$ cat config.mk
export PLATFORM = sky130hd
export DESIGN_NAME = cdi_decoder
export DESIGN_NICKNAME = d
export VERILOG_FILES = /design/src/core/cdi_pkg.sv /design/src/core/cdi_ram.sv /design/src/core/cdi_decoder.sv
export SDC_FILE = /design/constraint.sdc
export NUM_CORES = 2
export LEC_CHECK = 0
export BUFFER_PORTS_ARGS = -buffer_cell sky130_fd_sc_hd__buf_2
export CAP_MARGIN = 20
export CORE_ASPECT_RATIO = 1.1
export CORE_MARGIN = 4
export CORE_UTILIZATION = 35
export CTS_BUF_LIST = sky130_fd_sc_hd__clkbuf_4 sky130_fd_sc_hd__clkbuf_8
export DETAILED_ROUTE_END_ITERATION = 7
export HOLD_SLACK_MARGIN = 0.03
export PLACE_DENSITY_LB_ADDON = 0.15
export REMOVE_ABC_BUFFERS = 1
export SLEW_MARGIN = 20
export SYNTH_ARGS = -nofsm -noshare
export SYNTH_HDL_FRONTEND = slang
export SYNTH_HIERARCHICAL = 1
export SYNTH_SLANG_ARGS = --single-unit
export TNS_END_PERCENT = 100
$ cat constraint.sdc
create_clock -name pclk -period 5.1 [get_ports pclk]
set_input_delay 0.51 -clock pclk [delete_from_list [all_inputs] [get_ports pclk]]
set_output_delay 0.51 -clock pclk [all_outputs]
set_load 0.02 [all_outputs]
$ cat src/core/cdi_pkg.sv
// cdi_pkg: constants, carriers and types of the character display
// instruction decoder; assumes a single 250 MHz APB clock
package cdi_pkg;

    // ----------------------------------------------------------------
    // timing
    // ----------------------------------------------------------------
    localparam int CLK_PERIOD_NS = 4;
    localparam int CLEAR_TIME_NS = 6200000;
    localparam int CLEAR_CYCLES  = CLEAR_TIME_NS / CLK_PERIOD_NS;
    localparam int EXEC_CYCLES   = 2;
    localparam int CNT_W         = 21;

    // ----------------------------------------------------------------
    // register map
    // ----------------------------------------------------------------
    localparam logic [7:0] OFS_INSTR = 8'h00;
    localparam logic [7:0] OFS_DATA  = 8'h04;
    localparam logic [7:0] OFS_MODE  = 8'h08;

    // ----------------------------------------------------------------
    // instruction fields
    // ----------------------------------------------------------------
    localparam int BIT_ENTRY_DIR   = 1;
    localparam int BIT_ENTRY_SHIFT = 0;
    localparam int BIT_DISP_ON     = 2;
    localparam int BIT_CURSOR_ON   = 1;
    localparam int BIT_BLINK       = 0;
    localparam int BIT_SHIFT_SEL   = 3;
    localparam int BIT_RIGHT       = 2;
    localparam int BIT_GRAPHIC     = 3;
    localparam int BIT_POWER       = 2;
    localparam int BIT_WIDTH       = 4;
    localparam int BIT_LINES       = 3;
    localparam int BIT_FONT        = 2;
    localparam logic [7:0] BLANK_CHAR = 8'h20;

    // ----------------------------------------------------------------
    // types
    // ----------------------------------------------------------------
    typedef struct packed {
        logic       display_on;
        logic       cursor_on;
        logic       cursor_blink;
        logic       inc_dir;
        logic       shift_en;
        logic       graphic_mode;
        logic       power_on;
        logic       bus_width_sel;
        logic       two_lines;
        logic       big_font;
        logic [1:0] font_table;
    } cdi_flags_type;

    localparam cdi_flags_type FLAGS_RESET = cdi_flags_type'(12'h110);

    typedef enum logic [1:0] {
        CDI_IDLE  = 2'b00,
        CDI_EXEC  = 2'b01,
        CDI_CLEAR = 2'b10
    } cdi_state_type;

    typedef enum logic [3:0] {
        CMD_NONE  = 4'h0,
        CMD_CLEAR = 4'h1,
        CMD_HOME  = 4'h2,
        CMD_ENTRY = 4'h3,
        CMD_DISP  = 4'h4,
        CMD_MOVE  = 4'h5,
        CMD_GMODE = 4'h6,
        CMD_FUNC  = 4'h7,
        CMD_GLYPH = 4'h8,
        CMD_DRAM  = 4'h9
    } cdi_cmd_type;

endpackage

$ cat src/core/cdi_ram.sv
// cdi_ram: flip-flop byte store, one write port, one read port
// assumes write controls come from logic on the same clock
`timescale 1ns/1ns
`default_nettype none
module cdi_ram import cdi_pkg::*; #(
    parameter int AW = 7,
    parameter int DW = 8
) (
    input  wire logic          clk,
    input  wire logic          rst_n,
    input  wire logic          we,
    input  wire logic [AW-1:0] waddr,
    input  wire logic [DW-1:0] wdata,
    input  wire logic [AW-1:0] raddr,
    output logic      [DW-1:0] rdata
);

    logic [DW-1:0] mem [2**AW];

    // ----------------------------------------------------------------
    // storage
    // ----------------------------------------------------------------
    always_ff @(posedge clk or negedge rst_n) begin
        if (!rst_n) begin
            for (int i = 0; i < 2**AW; i++) begin
                mem[i] <= '0;
            end
        end else if (we) begin
            mem[waddr] <= wdata;
        end
    end

    assign rdata = mem[raddr];

endmodule
`default_nettype wire

$ cat src/core/cdi_decoder.sv
// cdi_decoder: instruction decoder of a character display controller
// assumes an APB master on pclk; scan and drive logic sit outside
//
// Function
// - Instruction 0x01 blanks the display RAM and zeroes the address counter within the clear time.
// - Return home zeroes the address counter and the display shift and keeps display RAM.
// - Entry mode latches cursor direction from bit 1 and display shift enable from bit 0.
// - Display control latches display on, cursor visible and cursor blink from bits 2, 1, 0.
// - The bit-4 command with bits 1:0 zero moves the cursor or shifts the display, left or right.
// - The bit-4 command with bits 1:0 both one latches graphic mode and power flags from bits 3, 2.
// - Function set latches bus width, line count, font size and the two font table bits.
// - The bit-6 command loads a six-bit glyph RAM address and selects glyph RAM for data.
// - The bit-7 command loads a seven-bit display RAM address and selects display RAM for data.
// - An instruction read returns busy on bit 7 and the address counter on bits 6:0.
// - A data write stores the byte into the selected RAM at the address counter.
// - A data read returns the selected RAM byte at the address counter.
// - Each data read or write steps the address counter by one in the latched direction.
// - While busy only the busy and address read and the mode register read are taken; the host waits for busy low.
`timescale 1ns/1ns
`default_nettype none
module cdi_decoder import cdi_pkg::*; #(
    parameter int CLEAR_CNT = CLEAR_CYCLES,
    parameter int EXEC_CNT  = EXEC_CYCLES
) (
    input  wire logic          pclk,
    input  wire logic          presetn,
    input  wire logic          psel,
    input  wire logic          penable,
    input  wire logic          pwrite,
    input  wire logic [7:0]    paddr,
    input  wire logic [31:0]   pwdata,
    output logic      [31:0]   prdata,
    output logic               pready,
    output logic               pslverr,
    output cdi_flags_type      mode_flags,
    output logic      [6:0]    addr_counter,
    output logic      [6:0]    shift_offset,
    output logic               glyph_sel,
    output logic               busy_flag
);

    cdi_state_type    state;
    cdi_state_type    next_state;
    cdi_cmd_type      cmd;
    logic [CNT_W-1:0] exec_cnt;
    logic [6:0]       clr_ptr;
    logic             nib_phase;
    logic [3:0]       nib_hold;
    logic [7:0]       wbyte;
    logic [7:0]       rbyte;
    logic [7:0]       d_rd;
    logic [7:0]       g_rd;
    logic [6:0]       ac_step;
    logic             setup;
    logic             acc;
    logic             is_instr;
    logic             is_data;
    logic             is_mode;
    logic             mapped;
    logic             refused;
    logic             err;
    logic             go;
    logic             nib_mode;
    logic             complete;
    logic             instr_wr;
    logic             data_wr;
    logic             data_rd;
    logic             d_we;

    // ----------------------------------------------------------------
    // apb decode
    // ----------------------------------------------------------------
    assign setup    = psel & penable & ~pready;
    assign acc      = psel & penable & pready;
    assign is_instr = paddr == OFS_INSTR;
    assign is_data  = paddr == OFS_DATA;
    assign is_mode  = paddr == OFS_MODE;
    assign mapped   = is_instr | is_data | (is_mode & ~pwrite);
    assign refused  = busy_flag & ~(~pwrite & (is_instr | is_mode));
    assign err      = ~mapped | refused;
    assign go       = acc & ~pslverr;
    assign nib_mode = ~mode_flags.bus_width_sel;
    assign complete = go & (~nib_mode | nib_phase);
    assign instr_wr = complete & pwrite & is_instr;
    assign data_wr  = complete & pwrite & is_data;
    assign data_rd  = complete & ~pwrite & is_data;
    assign wbyte    = nib_mode ? {nib_hold, pwdata[7:4]} : pwdata[7:0];
    assign ac_step  = mode_flags.inc_dir ? addr_counter + 7'h01
                                         : addr_counter - 7'h01;

    // ----------------------------------------------------------------
    // instruction classes
    // ----------------------------------------------------------------
    always_comb begin
        cmd = CMD_NONE;
        casez (wbyte)
            8'b0000_0001: cmd = CMD_CLEAR;
            8'b0000_001?: cmd = CMD_HOME;
            8'b0000_01??: cmd = CMD_ENTRY;
            8'b0000_1???: cmd = CMD_DISP;
            8'b0001_??00: cmd = CMD_MOVE;
            8'b0001_??11: cmd = CMD_GMODE;
            8'b001?_????: cmd = CMD_FUNC;
            8'b01??_????: cmd = CMD_GLYPH;
            8'b1???_????: cmd = CMD_DRAM;
            default:      cmd = CMD_NONE;
        endcase
    end

    // ----------------------------------------------------------------
    // apb answer
    // ----------------------------------------------------------------
    always_ff @(posedge pclk or negedge presetn) begin
        if (!presetn) begin
            pready <= 1'b0;
        end else begin
            pready <= setup;
        end
    end

    always_ff @(posedge pclk or negedge presetn) begin
        if (!presetn) begin
            pslverr <= 1'b0;
        end else begin
            pslverr <= setup & err;
        end
    end

    always_comb begin
        if (is_instr) begin
            rbyte = {busy_flag, addr_counter};
        end else if (glyph_sel) begin
            rbyte = g_rd;
        end else begin
            rbyte = d_rd;
        end
    end

    always_ff @(posedge pclk or negedge presetn) begin
        if (!presetn) begin
            prdata <= 32'h0;
        end else if (setup) begin
            if (err | pwrite) begin
                prdata <= 32'h0;
            end else if (is_mode) begin
                prdata <= {11'h0, nib_phase, shift_offset, glyph_sel,
                           mode_flags};
            end else if (nib_mode) begin
                prdata <= {24'h0, nib_phase ? rbyte[3:0] : rbyte[7:4],
                           4'h0};
            end else begin
                prdata <= {24'h0, rbyte};
            end
        end
    end

    // ----------------------------------------------------------------
    // nibble pairing
    // ----------------------------------------------------------------
    always_ff @(posedge pclk or negedge presetn) begin
        if (!presetn) begin
            nib_phase <= 1'b0;
            nib_hold  <= 4'h0;
        end else if (go & nib_mode & (is_instr | is_data)) begin
            nib_phase <= ~nib_phase;
            if (pwrite & ~nib_phase) begin
                nib_hold <= pwdata[7:4];
            end
        end else if (~nib_mode) begin
            nib_phase <= 1'b0;
        end
    end

    // ----------------------------------------------------------------
    // execution sequencer
    // ----------------------------------------------------------------
    always_comb begin
        next_state = state;
        unique case (state)
            CDI_IDLE: begin
                if (instr_wr & (cmd == CMD_CLEAR)) begin
                    next_state = CDI_CLEAR;
                end else if (instr_wr | data_wr | data_rd) begin
                    next_state = CDI_EXEC;
                end
            end
            CDI_EXEC, CDI_CLEAR: begin
                if (exec_cnt == '0) begin
                    next_state = CDI_IDLE;
                end
            end
            default: next_state = CDI_IDLE;
        endcase
    end

    always_ff @(posedge pclk or negedge presetn) begin
        if (!presetn) begin
            state     <= CDI_IDLE;
            busy_flag <= 1'b0;
        end else begin
            state     <= next_state;
            busy_flag <= next_state != CDI_IDLE;
        end
    end

    always_ff @(posedge pclk or negedge presetn) begin
        if (!presetn) begin
            exec_cnt <= '0;
        end else if (state == CDI_IDLE) begin
            if (next_state == CDI_CLEAR) begin
                exec_cnt <= CNT_W'(CLEAR_CNT - 1);
            end else begin
                exec_cnt <= CNT_W'(EXEC_CNT - 1);
            end
        end else if (exec_cnt != '0) begin
            exec_cnt <= exec_cnt - 1'b1;
        end
    end

    always_ff @(posedge pclk or negedge presetn) begin
        if (!presetn) begin
            clr_ptr <= 7'h0;
        end else if (state == CDI_CLEAR) begin
            clr_ptr <= clr_ptr + 7'h01;
        end else begin
            clr_ptr <= 7'h0;
        end
    end

    // ----------------------------------------------------------------
    // address counter and display shift
    // ----------------------------------------------------------------
    always_ff @(posedge pclk or negedge presetn) begin
        if (!presetn) begin
            addr_counter <= 7'h0;
        end else if (instr_wr) begin
            unique case (cmd)
                CMD_CLEAR, CMD_HOME: addr_counter <= 7'h0;
                CMD_MOVE: begin
                    if (!wbyte[BIT_SHIFT_SEL]) begin
                        addr_counter <= wbyte[BIT_RIGHT]
                            ? addr_counter + 7'h01
                            : addr_counter - 7'h01;
                    end
                end
                CMD_GLYPH: addr_counter <= {1'b0, wbyte[5:0]};
                CMD_DRAM:  addr_counter <= wbyte[6:0];
                default:   addr_counter <= addr_counter;
            endcase
        end else if (data_wr | data_rd) begin
            addr_counter <= ac_step;
        end
    end

    always_ff @(posedge pclk or negedge presetn) begin
        if (!presetn) begin
            shift_offset <= 7'h0;
        end else if (instr_wr & ((cmd == CMD_CLEAR) | (cmd == CMD_HOME))) begin
            shift_offset <= 7'h0;
        end else if (instr_wr & (cmd == CMD_MOVE) & wbyte[BIT_SHIFT_SEL]) begin
            shift_offset <= wbyte[BIT_RIGHT] ? shift_offset + 7'h01
                                             : shift_offset - 7'h01;
        end else if ((data_wr | data_rd) & mode_flags.shift_en) begin
            shift_offset <= mode_flags.inc_dir ? shift_offset - 7'h01
                                               : shift_offset + 7'h01;
        end
    end

    always_ff @(posedge pclk or negedge presetn) begin
        if (!presetn) begin
            glyph_sel <= 1'b0;
        end else if (instr_wr) begin
            if (cmd == CMD_GLYPH) begin
                glyph_sel <= 1'b1;
            end else if ((cmd == CMD_DRAM) | (cmd == CMD_CLEAR)
                         | (cmd == CMD_HOME)) begin
                glyph_sel <= 1'b0;
            end
        end
    end

    // ----------------------------------------------------------------
    // mode flags
    // ----------------------------------------------------------------
    always_ff @(posedge pclk or negedge presetn) begin
        if (!presetn) begin
            mode_flags <= FLAGS_RESET;
        end else if (instr_wr) begin
            unique case (cmd)
                CMD_ENTRY: begin
                    mode_flags.inc_dir  <= wbyte[BIT_ENTRY_DIR];
                    mode_flags.shift_en <= wbyte[BIT_ENTRY_SHIFT];
                end
                CMD_DISP: begin
                    mode_flags.display_on   <= wbyte[BIT_DISP_ON];
                    mode_flags.cursor_on    <= wbyte[BIT_CURSOR_ON];
                    mode_flags.cursor_blink <= wbyte[BIT_BLINK];
                end
                CMD_GMODE: begin
                    mode_flags.graphic_mode <= wbyte[BIT_GRAPHIC];
                    mode_flags.power_on     <= wbyte[BIT_POWER];
                end
                CMD_FUNC: begin
                    mode_flags.bus_width_sel <= wbyte[BIT_WIDTH];
                    mode_flags.two_lines     <= wbyte[BIT_LINES];
                    mode_flags.big_font      <= wbyte[BIT_FONT];
                    mode_flags.font_table    <= wbyte[1:0];
                end
                default: mode_flags <= mode_flags;
            endcase
        end
    end

    // ----------------------------------------------------------------
    // character stores
    // ----------------------------------------------------------------
    assign d_we = (data_wr & ~glyph_sel) | (state == CDI_CLEAR);

    cdi_ram #(.AW(7), .DW(8)) u_display_ram (
        .clk   (pclk),
        .rst_n (presetn),
        .we    (d_we),
        .waddr ((state == CDI_CLEAR) ? clr_ptr : addr_counter),
        .wdata ((state == CDI_CLEAR) ? BLANK_CHAR : wbyte),
        .raddr (addr_counter),
        .rdata (d_rd)
    );

    cdi_ram #(.AW(6), .DW(8)) u_glyph_ram (
        .clk   (pclk),
        .rst_n (presetn),
        .we    (data_wr & glyph_sel),
        .waddr (addr_counter[5:0]),
        .wdata (wbyte),
        .raddr (addr_counter[5:0]),
        .rdata (g_rd)
    );
endmodule
`default_nettype wire

Word level (Yosys, flattened, before mapping)

Index checks and enable logic that the tools add are counted.

Add/sub/neg operators: 6
Order comparisons: 5
Equality and inequality tests: 24
Multiplexer cells: 45
Bitwise operators: 48
Reduce and logical (&&, ||, !) cells: 21

Operators with widths:

| kind                    | number |
|---|---|
| $bwmux W1024            | 1 |
| $bwmux W512             | 1 |
| $mux W21                | 5 |
| $mux W8                 | 11 |
| $mux W7                 | 12 |
| $bmux W8 S7             | 1 |
| $demux W8 S7            | 1 |
| $bmux W8 S6             | 1 |
| $demux W8 S6            | 1 |
| $pmux W4 S9             | 1 |
| $pmux W7 S4             | 1 |
| $and A1 B1 Y1           | 24 |
| $add A7 B1 Y7 const B   | 3 |
| $logic_not A21 Y1       | 1 |
| $reduce_bool A21 Y1     | 1 |
| $sub A21 B1 Y21 const B | 1 |
| $eq A4 B3 Y1 const B    | 4 |
| $ge A8 B8 Y1 const B    | 2 |
| $not A7 Y8              | 2 |
| $sub A7 B1 Y7 const B   | 2 |
| $or A1 B1 Y1            | 13 |
| $eq A6 B3 Y1 const B    | 2 |
| $reduce_and A2 Y1       | 6 |
| $reduce_bool A2 Y1      | 5 |
| 29 further kinds        | 47 |

Bits in registers: 1633
Output and inout port bits: 62
Logic and storage cells: 364

Depth between registers and ports, before layout

Depth after elaboration: 14
Gate-level depth with buffers: 15
Mapped depth without buffers: 11

Modules after synthesis

The synthesis kept the hierarchy.

By module, submodules not included:

| module                  | instances | cells an instance | area each (sq um) | seq. area each (sq um) |
|---|---|---|---|---|
| cdi_ram (u_display_ram) | 1         | 2782              | 46464.6           | 25624.6 |
| cdi_ram (u_glyph_ram)   | 1         | 1499              | 23596.4           | 12812.3 |
| cdi_decoder             | 1         | 591               | 5328.9            | 2154.6 |

Worst setup path after synthesis

No wires, ideal clock.

Kind: register to register
Start: register addr_counter[0]
End: register prdata[4]
Library setup time: 0.130 ns
Data arrival time: 3.677 ns
Data required time: 4.970 ns
Setup slack: 1.292 ns
Cell stages (with the launch flop): 13
Clock period less this slack: 3.808 ns
Cells stage by stage: dfrtp_1 -> clkbuf_1 -> buf_1 -> mux4_2 -> mux4_2 -> mux4_2 -> mux2_2 -> mux2i_1 -> nor2_1 -> a21oi_1 -> o22ai_1 -> a22oi_1 -> o21ai_0

Word-level cells in the longest chain between the ends: 10

RTL lines:

| item                                          | line               | RTL |
|---|---|---|
| from (decl)                                   | cdi_decoder.sv:36  | `output logic [6:0] addr_counter,` |
| from (signal assigned)                        | cdi_decoder.sv:241 | `addr_counter <= wbyte[BIT_RIGHT]` |
| from (signal assigned)                        | cdi_decoder.sv:246 | `CMD_GLYPH: addr_counter <= {1'b0, wbyte[5:0]};` |
| from (signal assigned)                        | cdi_decoder.sv:247 | `CMD_DRAM: addr_counter <= wbyte[6:0];` |
| $not A7 Y8 (implied by the code) *            | cdi_ram.sv:33      | `assign rdata = mem[raddr];` |
| $bmux W8 S7 *                                 | cdi_ram.sv:33      |  |
| $mux W8 (implied by the code) * (2 in series) | cdi_ram.sv:33      |  |
| named net d_rd[4]                             | cdi_decoder.sv:51  | `logic [7:0] d_rd;` |
| $mux W8 *                                     | cdi_decoder.sv:132 | `end else if (glyph_sel) begin` |
| $mux W8 *                                     | cdi_decoder.sv:130 | `if (is_instr) begin` |
| $mux W4                                       | cdi_decoder.sv:149 | `prdata <= {24'h0, nib_phase ? rbyte[3:0] : rbyte[7:4],` |
| $mux W8 *                                     | cdi_decoder.sv:148 | `end else if (nib_mode) begin` |
| $mux W21 *                                    | cdi_decoder.sv:145 | `end else if (is_mode) begin` |
| $mux W21 *                                    | cdi_decoder.sv:143 | `if (err \| pwrite) begin` |
| to (signal assigned)                          | cdi_decoder.sv:146 | `prdata <= {11'h0, nib_phase, shift_offset, glyph_sel,` |
| to (signal assigned)                          | cdi_decoder.sv:149 |  |
| to (signal assigned)                          | cdi_decoder.sv:152 | `prdata <= {24'h0, rbyte};` |
| to (decl)                                     | cdi_decoder.sv:32  | `output logic [31:0] prdata,` |

Mark *: on every way through the listed nets, which the timed path passes. The rest lies on a longest branch. The select of a mux whose other input is x is not followed.
A chain may end at the register's enable or synchronous reset.

Final worst setup path

Start: register addr_counter[0]
End: register prdata[4]

Word-level cells in the longest chain between the ends: 10

RTL lines:

| item                                        | line |
|---|---|
| $not A7 Y8 (implied by the code)            | cdi_ram.sv:33 |
| $bmux W8 S7                                 | cdi_ram.sv:33 |
| $mux W8 (implied by the code) (2 in series) | cdi_ram.sv:33 |
| named net d_rd[0]                           | cdi_decoder.sv:51 |
| $mux W8                                     | cdi_decoder.sv:132 |
| $mux W8                                     | cdi_decoder.sv:130 |
| $mux W4                                     | cdi_decoder.sv:149 |
| $mux W8                                     | cdi_decoder.sv:148 |
| $mux W21                                    | cdi_decoder.sv:145 |
| $mux W21                                    | cdi_decoder.sv:143 |

The timed path passes the listed nets, and every way through them passes these cells. The select of a mux whose other input is x is not followed.

==> impl_metrics.xml <==
<?xml version="1.0" encoding="UTF-8"?>
<metrics>
  <group name="grt">
    <metric name="initial_antenna_violation_count" unit="">2</metric>
    <metric name="grt_start_max_net_pins" unit="">151</metric>
    <metric name="remaining_overflow_grt" unit="">0</metric>
    <metric name="wire_length_of_the_first_global_routing_pass" unit="mm">310</metric>
    <metric name="globalRouteTotalUtil" unit="%">18.3</metric>
    <metric name="vias_in_the_first_global_route" unit="">46100</metric>
  </group>
  <group name="power">
    <metric name="power_per_cell_area" unit="mW/mm2">304</metric>
    <metric name="leakage" unit="nW">41.1</metric>
    <metric name="worst_ir_drop_vdd" unit="uV">270</metric>
  </group>
  <group name="clock_tree">
    <metric name="number_of_buffers_between_clock_root_and_the_deepest_sink" unit="">4</metric>
    <metric name="cts_repair_resize_count" unit="">0</metric>
    <metric name="clk_root_buffer_cell" unit="">clkbuf_8</metric>
    <metric name="clock_tree_from_tritoncts" unit="">yes</metric>
    <metric name="clock_sinks" unit="">1622</metric>
    <metric name="clkLatencyLatePin" unit="ns">1.02</metric>
    <metric name="tritoncts.num_buffers" unit="">302</metric>
    <metric name="cts.reportedPaths.clkPinSlew" unit="ns">0.06</metric>
    <metric name="cts_max_level" unit="">5</metric>
    <metric name="post-cts-setup-buffers" unit="">0</metric>
  </group>
  <group name="routing">
    <metric name="post_drt_via_cell_ratio" unit="">5.27</metric>
    <metric name="dr_vias" unit="">42900</metric>
    <metric name="drtAntennaViolNets" unit="">0</metric>
    <metric name="drt-pass1-iter-count" unit="">5</metric>
    <metric name="drc" unit="">0</metric>
    <metric name="finalWirelength" unit="mm">203</metric>
    <metric name="initialDrtViolationCount" unit="">2062</metric>
    <metric name="post_drt_wl_per_cell" unit="um">24.9</metric>
  </group>
  <group name="placed_design">
    <metric name="portBuffers" unit="">71</metric>
    <metric name="place_worst_setup_slack" unit="ns">0.613</metric>
    <metric name="hpwl" unit="mm">128</metric>
    <metric name="post_dp_cell_area" unit="mm2">0.0797</metric>
    <metric name="place_congestion" unit="">0.779</metric>
  </group>
  <group name="sta">
    <metric name="setup_slack" unit="ns">0.578</metric>
    <metric name="period_minus_slack" unit="ns">4.52</metric>
    <metric name="maximum_operating_frequency" unit="MHz">221</metric>
    <metric name="final.setup_skew" unit="ns">0.0738</metric>
    <metric name="tns" unit="ns">0</metric>
    <metric name="worst_slew_margin_rel" unit="%">27.2</metric>
    <metric name="worstMarginPinSlew" unit="ns">1.09</metric>
    <metric name="hold_slack" unit="ns">0.139</metric>
    <metric name="timing.final.setup_violations" unit="">0</metric>
    <metric name="drv_slew" unit="">0</metric>
    <metric name="timing_hold_violations_final" unit="">0</metric>
    <metric name="fin_crit_sh" unit="%">88.7</metric>
    <metric name="rsz0062_at_grt" unit="">no</metric>
  </group>
  <group name="critical_path">
    <metric name="critical_path.cell_chain" unit="">buf_12 -&gt; buf_12 -&gt; mux4_2 -&gt; mux4_2 -&gt; mux4_2 -&gt; mux2_2 -&gt; mux2i_1 -&gt; nor2_1 -&gt; a21oi_1 -&gt; o22ai_1 -&gt; a22oi_1 -&gt; o21ai_0</metric>
    <metric name="reg2reg_to" unit="">prdata[4]</metric>
    <metric name="rr_startpoint" unit="">addr_counter[0]</metric>
    <metric name="crit_path_start_kind" unit="">flop</metric>
    <metric name="setup.worst_path.end" unit="">prdata[4]</metric>
    <metric name="worst_path_largest_cell_delay" unit="ns">0.77</metric>
    <metric name="critPathKind" unit="">reg2reg</metric>
    <metric name="critPathArrivalTime" unit="ns">5.41</metric>
    <metric name="worstSetupStartpoint" unit="">addr_counter[0]</metric>
    <metric name="ff2ff_path_depth" unit="">12</metric>
    <metric name="regToRegSetupSlack" unit="ns">0.58</metric>
    <metric name="cpMaxStageDelayCell" unit="">dfrtp_4</metric>
    <metric name="required" unit="ns">5.99</metric>
    <metric name="critPathCaptureType" unit="">flop</metric>
    <metric name="timing.critical_path.mode_cell" unit="">mux4_2</metric>
    <metric name="max_fanout_on_critical_path" unit="">20</metric>
  </group>
  <group name="final_layout">
    <metric name="nNetsFinal" unit="">5127</metric>
    <metric name="multi_input_comb_area" unit="mm2">0.0332</metric>
    <metric name="finish.utilization" unit="%">40.1</metric>
    <metric name="final_layout_size_suffix_gt1_share" unit="%">52.8</metric>
    <metric name="n_fill_cell" unit="">19800</metric>
    <metric name="finalInstanceArea" unit="mm2">0.0859</metric>
    <metric name="register_area" unit="mm2">0.0406</metric>
    <metric name="syn2layout_area_growth" unit="%">13.9</metric>
  </group>
  <group name="logic_synthesis">
    <metric name="synthMuxAreaShare" unit="%">38.0</metric>
    <metric name="synth_enable_flop_cells" unit="">0</metric>
    <metric name="synth_top_cells_by_area" unit="">dfrtp_1 (54%), mux2_2 (22%), mux4_2 (14%)</metric>
    <metric name="post_synth_and_or_nand_nor_area_fraction" unit="%">3.31</metric>
    <metric name="yosys.area_share.xor_xnor" unit="%">0.372</metric>
    <metric name="postSynthAreaPerCell" unit="um2">15.5</metric>
    <metric name="synth.largest_area_cell" unit="">dfrtp_1</metric>
    <metric name="synth_top_family_by_area" unit="">multiplexers</metric>
    <metric name="synthArstFlopShare" unit="%">100</metric>
    <metric name="postSynthCellCount" unit="">4872</metric>
    <metric name="synthDominantCellAreaShare" unit="%">53.8</metric>
    <metric name="synth_seq_cells" unit="">1622</metric>
    <metric name="dominantRegCellSynth" unit="">dfrtp_1</metric>
    <metric name="sequential_fraction_of_the_synthesis_area" unit="%">53.8</metric>
    <metric name="total_number_of_yosys_warnings" unit="">6</metric>
    <metric name="yosys.cell_types.count" unit="">83</metric>
    <metric name="syn_area" unit="mm2">0.0754</metric>
    <metric name="synth_compound_gate_area_share" unit="%">1.97</metric>
    <metric name="synth_adder_area_share" unit="%">0.149</metric>
  </group>
  <group name="die">
    <metric name="initial_core_util" unit="%">35.2</metric>
    <metric name="boundaryPins" unit="">107</metric>
    <metric name="fp-row-count" unit="">178</metric>
    <metric name="die_height" unit="um">495</metric>
    <metric name="coreArea" unit="mm2">0.214</metric>
    <metric name="fp.dieArea" unit="mm2">0.223</metric>
    <metric name="die_x" unit="um">451</metric>
  </group>
  <group name="run">
    <metric name="max_cap_violations" unit="">0</metric>
  </group>
  <group name="worst_hold_path">
    <metric name="hold_class" unit="">in2async</metric>
  </group>
  <group name="outcome">
    <metric name="outcome" unit="">finished clean</metric>
  </group>
</metrics>
where the power goes:
part	leakage, nW	internal, mW	total (mW)	switching [mW]
clock	3.21	7.31	12.7	5.38
combinational	15.3	0.0730	0.506	0.432
sequential	22.6	12.9	12.9	0.00113
total	41.1	20.3	26.1	5.82
Yosys cell counts, types with 5 or more instances:
cell	count
buf_1	23
clkbuf_1	260
mux2_2	1506
nor2_2	18
o22ai_1	11
mux2_1	57
nor2b_1	20
xor2_1	8
nor2_4	5
a21oi_1	42
nand2_1	181
a31oi_1	10
inv_1	21
and3_1	9
nor3_1	19
a211oi_1	10
buf_2	42
dfrtp_1	1620
nand3_1	22
buf_4	36
a22o_1	16
and2_1	7
mux4_2	459
mux2i_1	50
nor3_2	8
mux4_1	9
o21ai_1	11
nor2_1	130
xnor2_1	24
or3_1	8
o21ai_0	57
nor3b_1	5
o221ai_1	7
nor4_1	13
nand4_1	6
ha_1	9
or2_2	10
a22oi_1	10
a211o_1	5
o31ai_1	12
nand2b_1	17
buf_6	11
critical path, delay by kind of cell, from the launching register on:
| family | cells | cell delay, ns |
|---|---|---|
| muxes | 5 | 2.41 |
| DFF | 1 | 0.77 |
| AOI/OAI and AO/OA | 4 | 0.64 |
| and+or+nand+nor | 1 | 0.10 |
| buffers and inverters | 2 | 0.44 |
what timing repair did:
item / in CTS / in global routing
endpoints found under the hold margin: 189 / 0
endpoints found under the setup margin: 0 / 0
hold buffers: 19 / 0
flip-flops by register name, summed over array words and instances, names as in the netlist:
| register | flops |
|---|---|
| nib_hold | 4 |
| u_display_ram/mem | 1024 |
| exec_cnt | 21 |
| shift_offset | 7 |
| busy_flag | 1 |
| mode_flags | 12 |
| nib_phase | 1 |
| pready | 1 |
| u_glyph_ram/mem | 512 |
| glyph_sel | 1 |
| prdata | 21 |
| state | 2 |
| clr_ptr | 7 |
| addr_counter | 7 |
| pslverr | 1 |
how the worst min path moves through the flow:
stage | from | end | cells after the start
final | presetn | exec_cnt[0] | 2
after global routing | presetn | exec_cnt[0] | 2
after CTS | paddr[2] | prdata[6] | 4
after detailed placement | u_glyph_ram/mem[335] | u_glyph_ram/mem[335] | 1
after global placement | u_glyph_ram/mem[20] | u_glyph_ram/mem[20] | 1
after floorplan | presetn | addr_counter[0] | 0
layer usage:
layer  vias up  share of wire [%]  global-route usage, %
met3       271                4.4                   3.61
met5         -                  0                      0
met2       756                 48                   29.9
li1      18700                  -                      -
met4         0                1.9                   4.35
met1     23200                 45                   25.1
stage by stage:
| stage | std cells | total power [mW] |
|---|---|---|
| 3_3_place_gp | 7628 | 13.6 |
| 4_1_cts | 8143 | 26.6 |
| 5_1_grt | 8144 | 27.2 |
| 3_5_place_dp | 7630 | 13.6 |
| 2_1_floorplan | 4510 | 13.2 |
| 6_report | 8144 | 26.1 |
cells in the final DEF, fill, tap and decap left out, drive strengths merged, types with 27 or more instances in the layout:
cell type  instances
nor3              27
mux2            1563
buf              240
dfrtp           1620
mux4             468
mux2i             50
nand2            181
nor2             153
clkbuf           484
a21oi             43
o21ai             69
cell families (layout without fill, tap and decap cells):
family                   count (synthesis)  in the layout
multiplexers                          2081           2081
flip-flops                            1622           1622
AND/OR/NAND/NOR                        507            507
buffers and inverters                  394            775
AO/OA/AOI/OAI                          226            226
XOR/XNOR                                32             32
adder cells (fa/ha/maj)                  9              9
other                                    1             12
area by class of cell:
cell class / count / share of cell area (%)
sequential: 1622 / 47.3
multi-input combinational: 2866 / 38.6
clock buffer: 484 / 6.94
tap: 2880 / 4.20
timing repair buffer: 259 / 2.79
inverter: 22 / 0.0962
clock inverter: 10 / 0.0758
antenna: 1 / 0.00291
No activity file was read; power rests on OpenSTA's default activity.
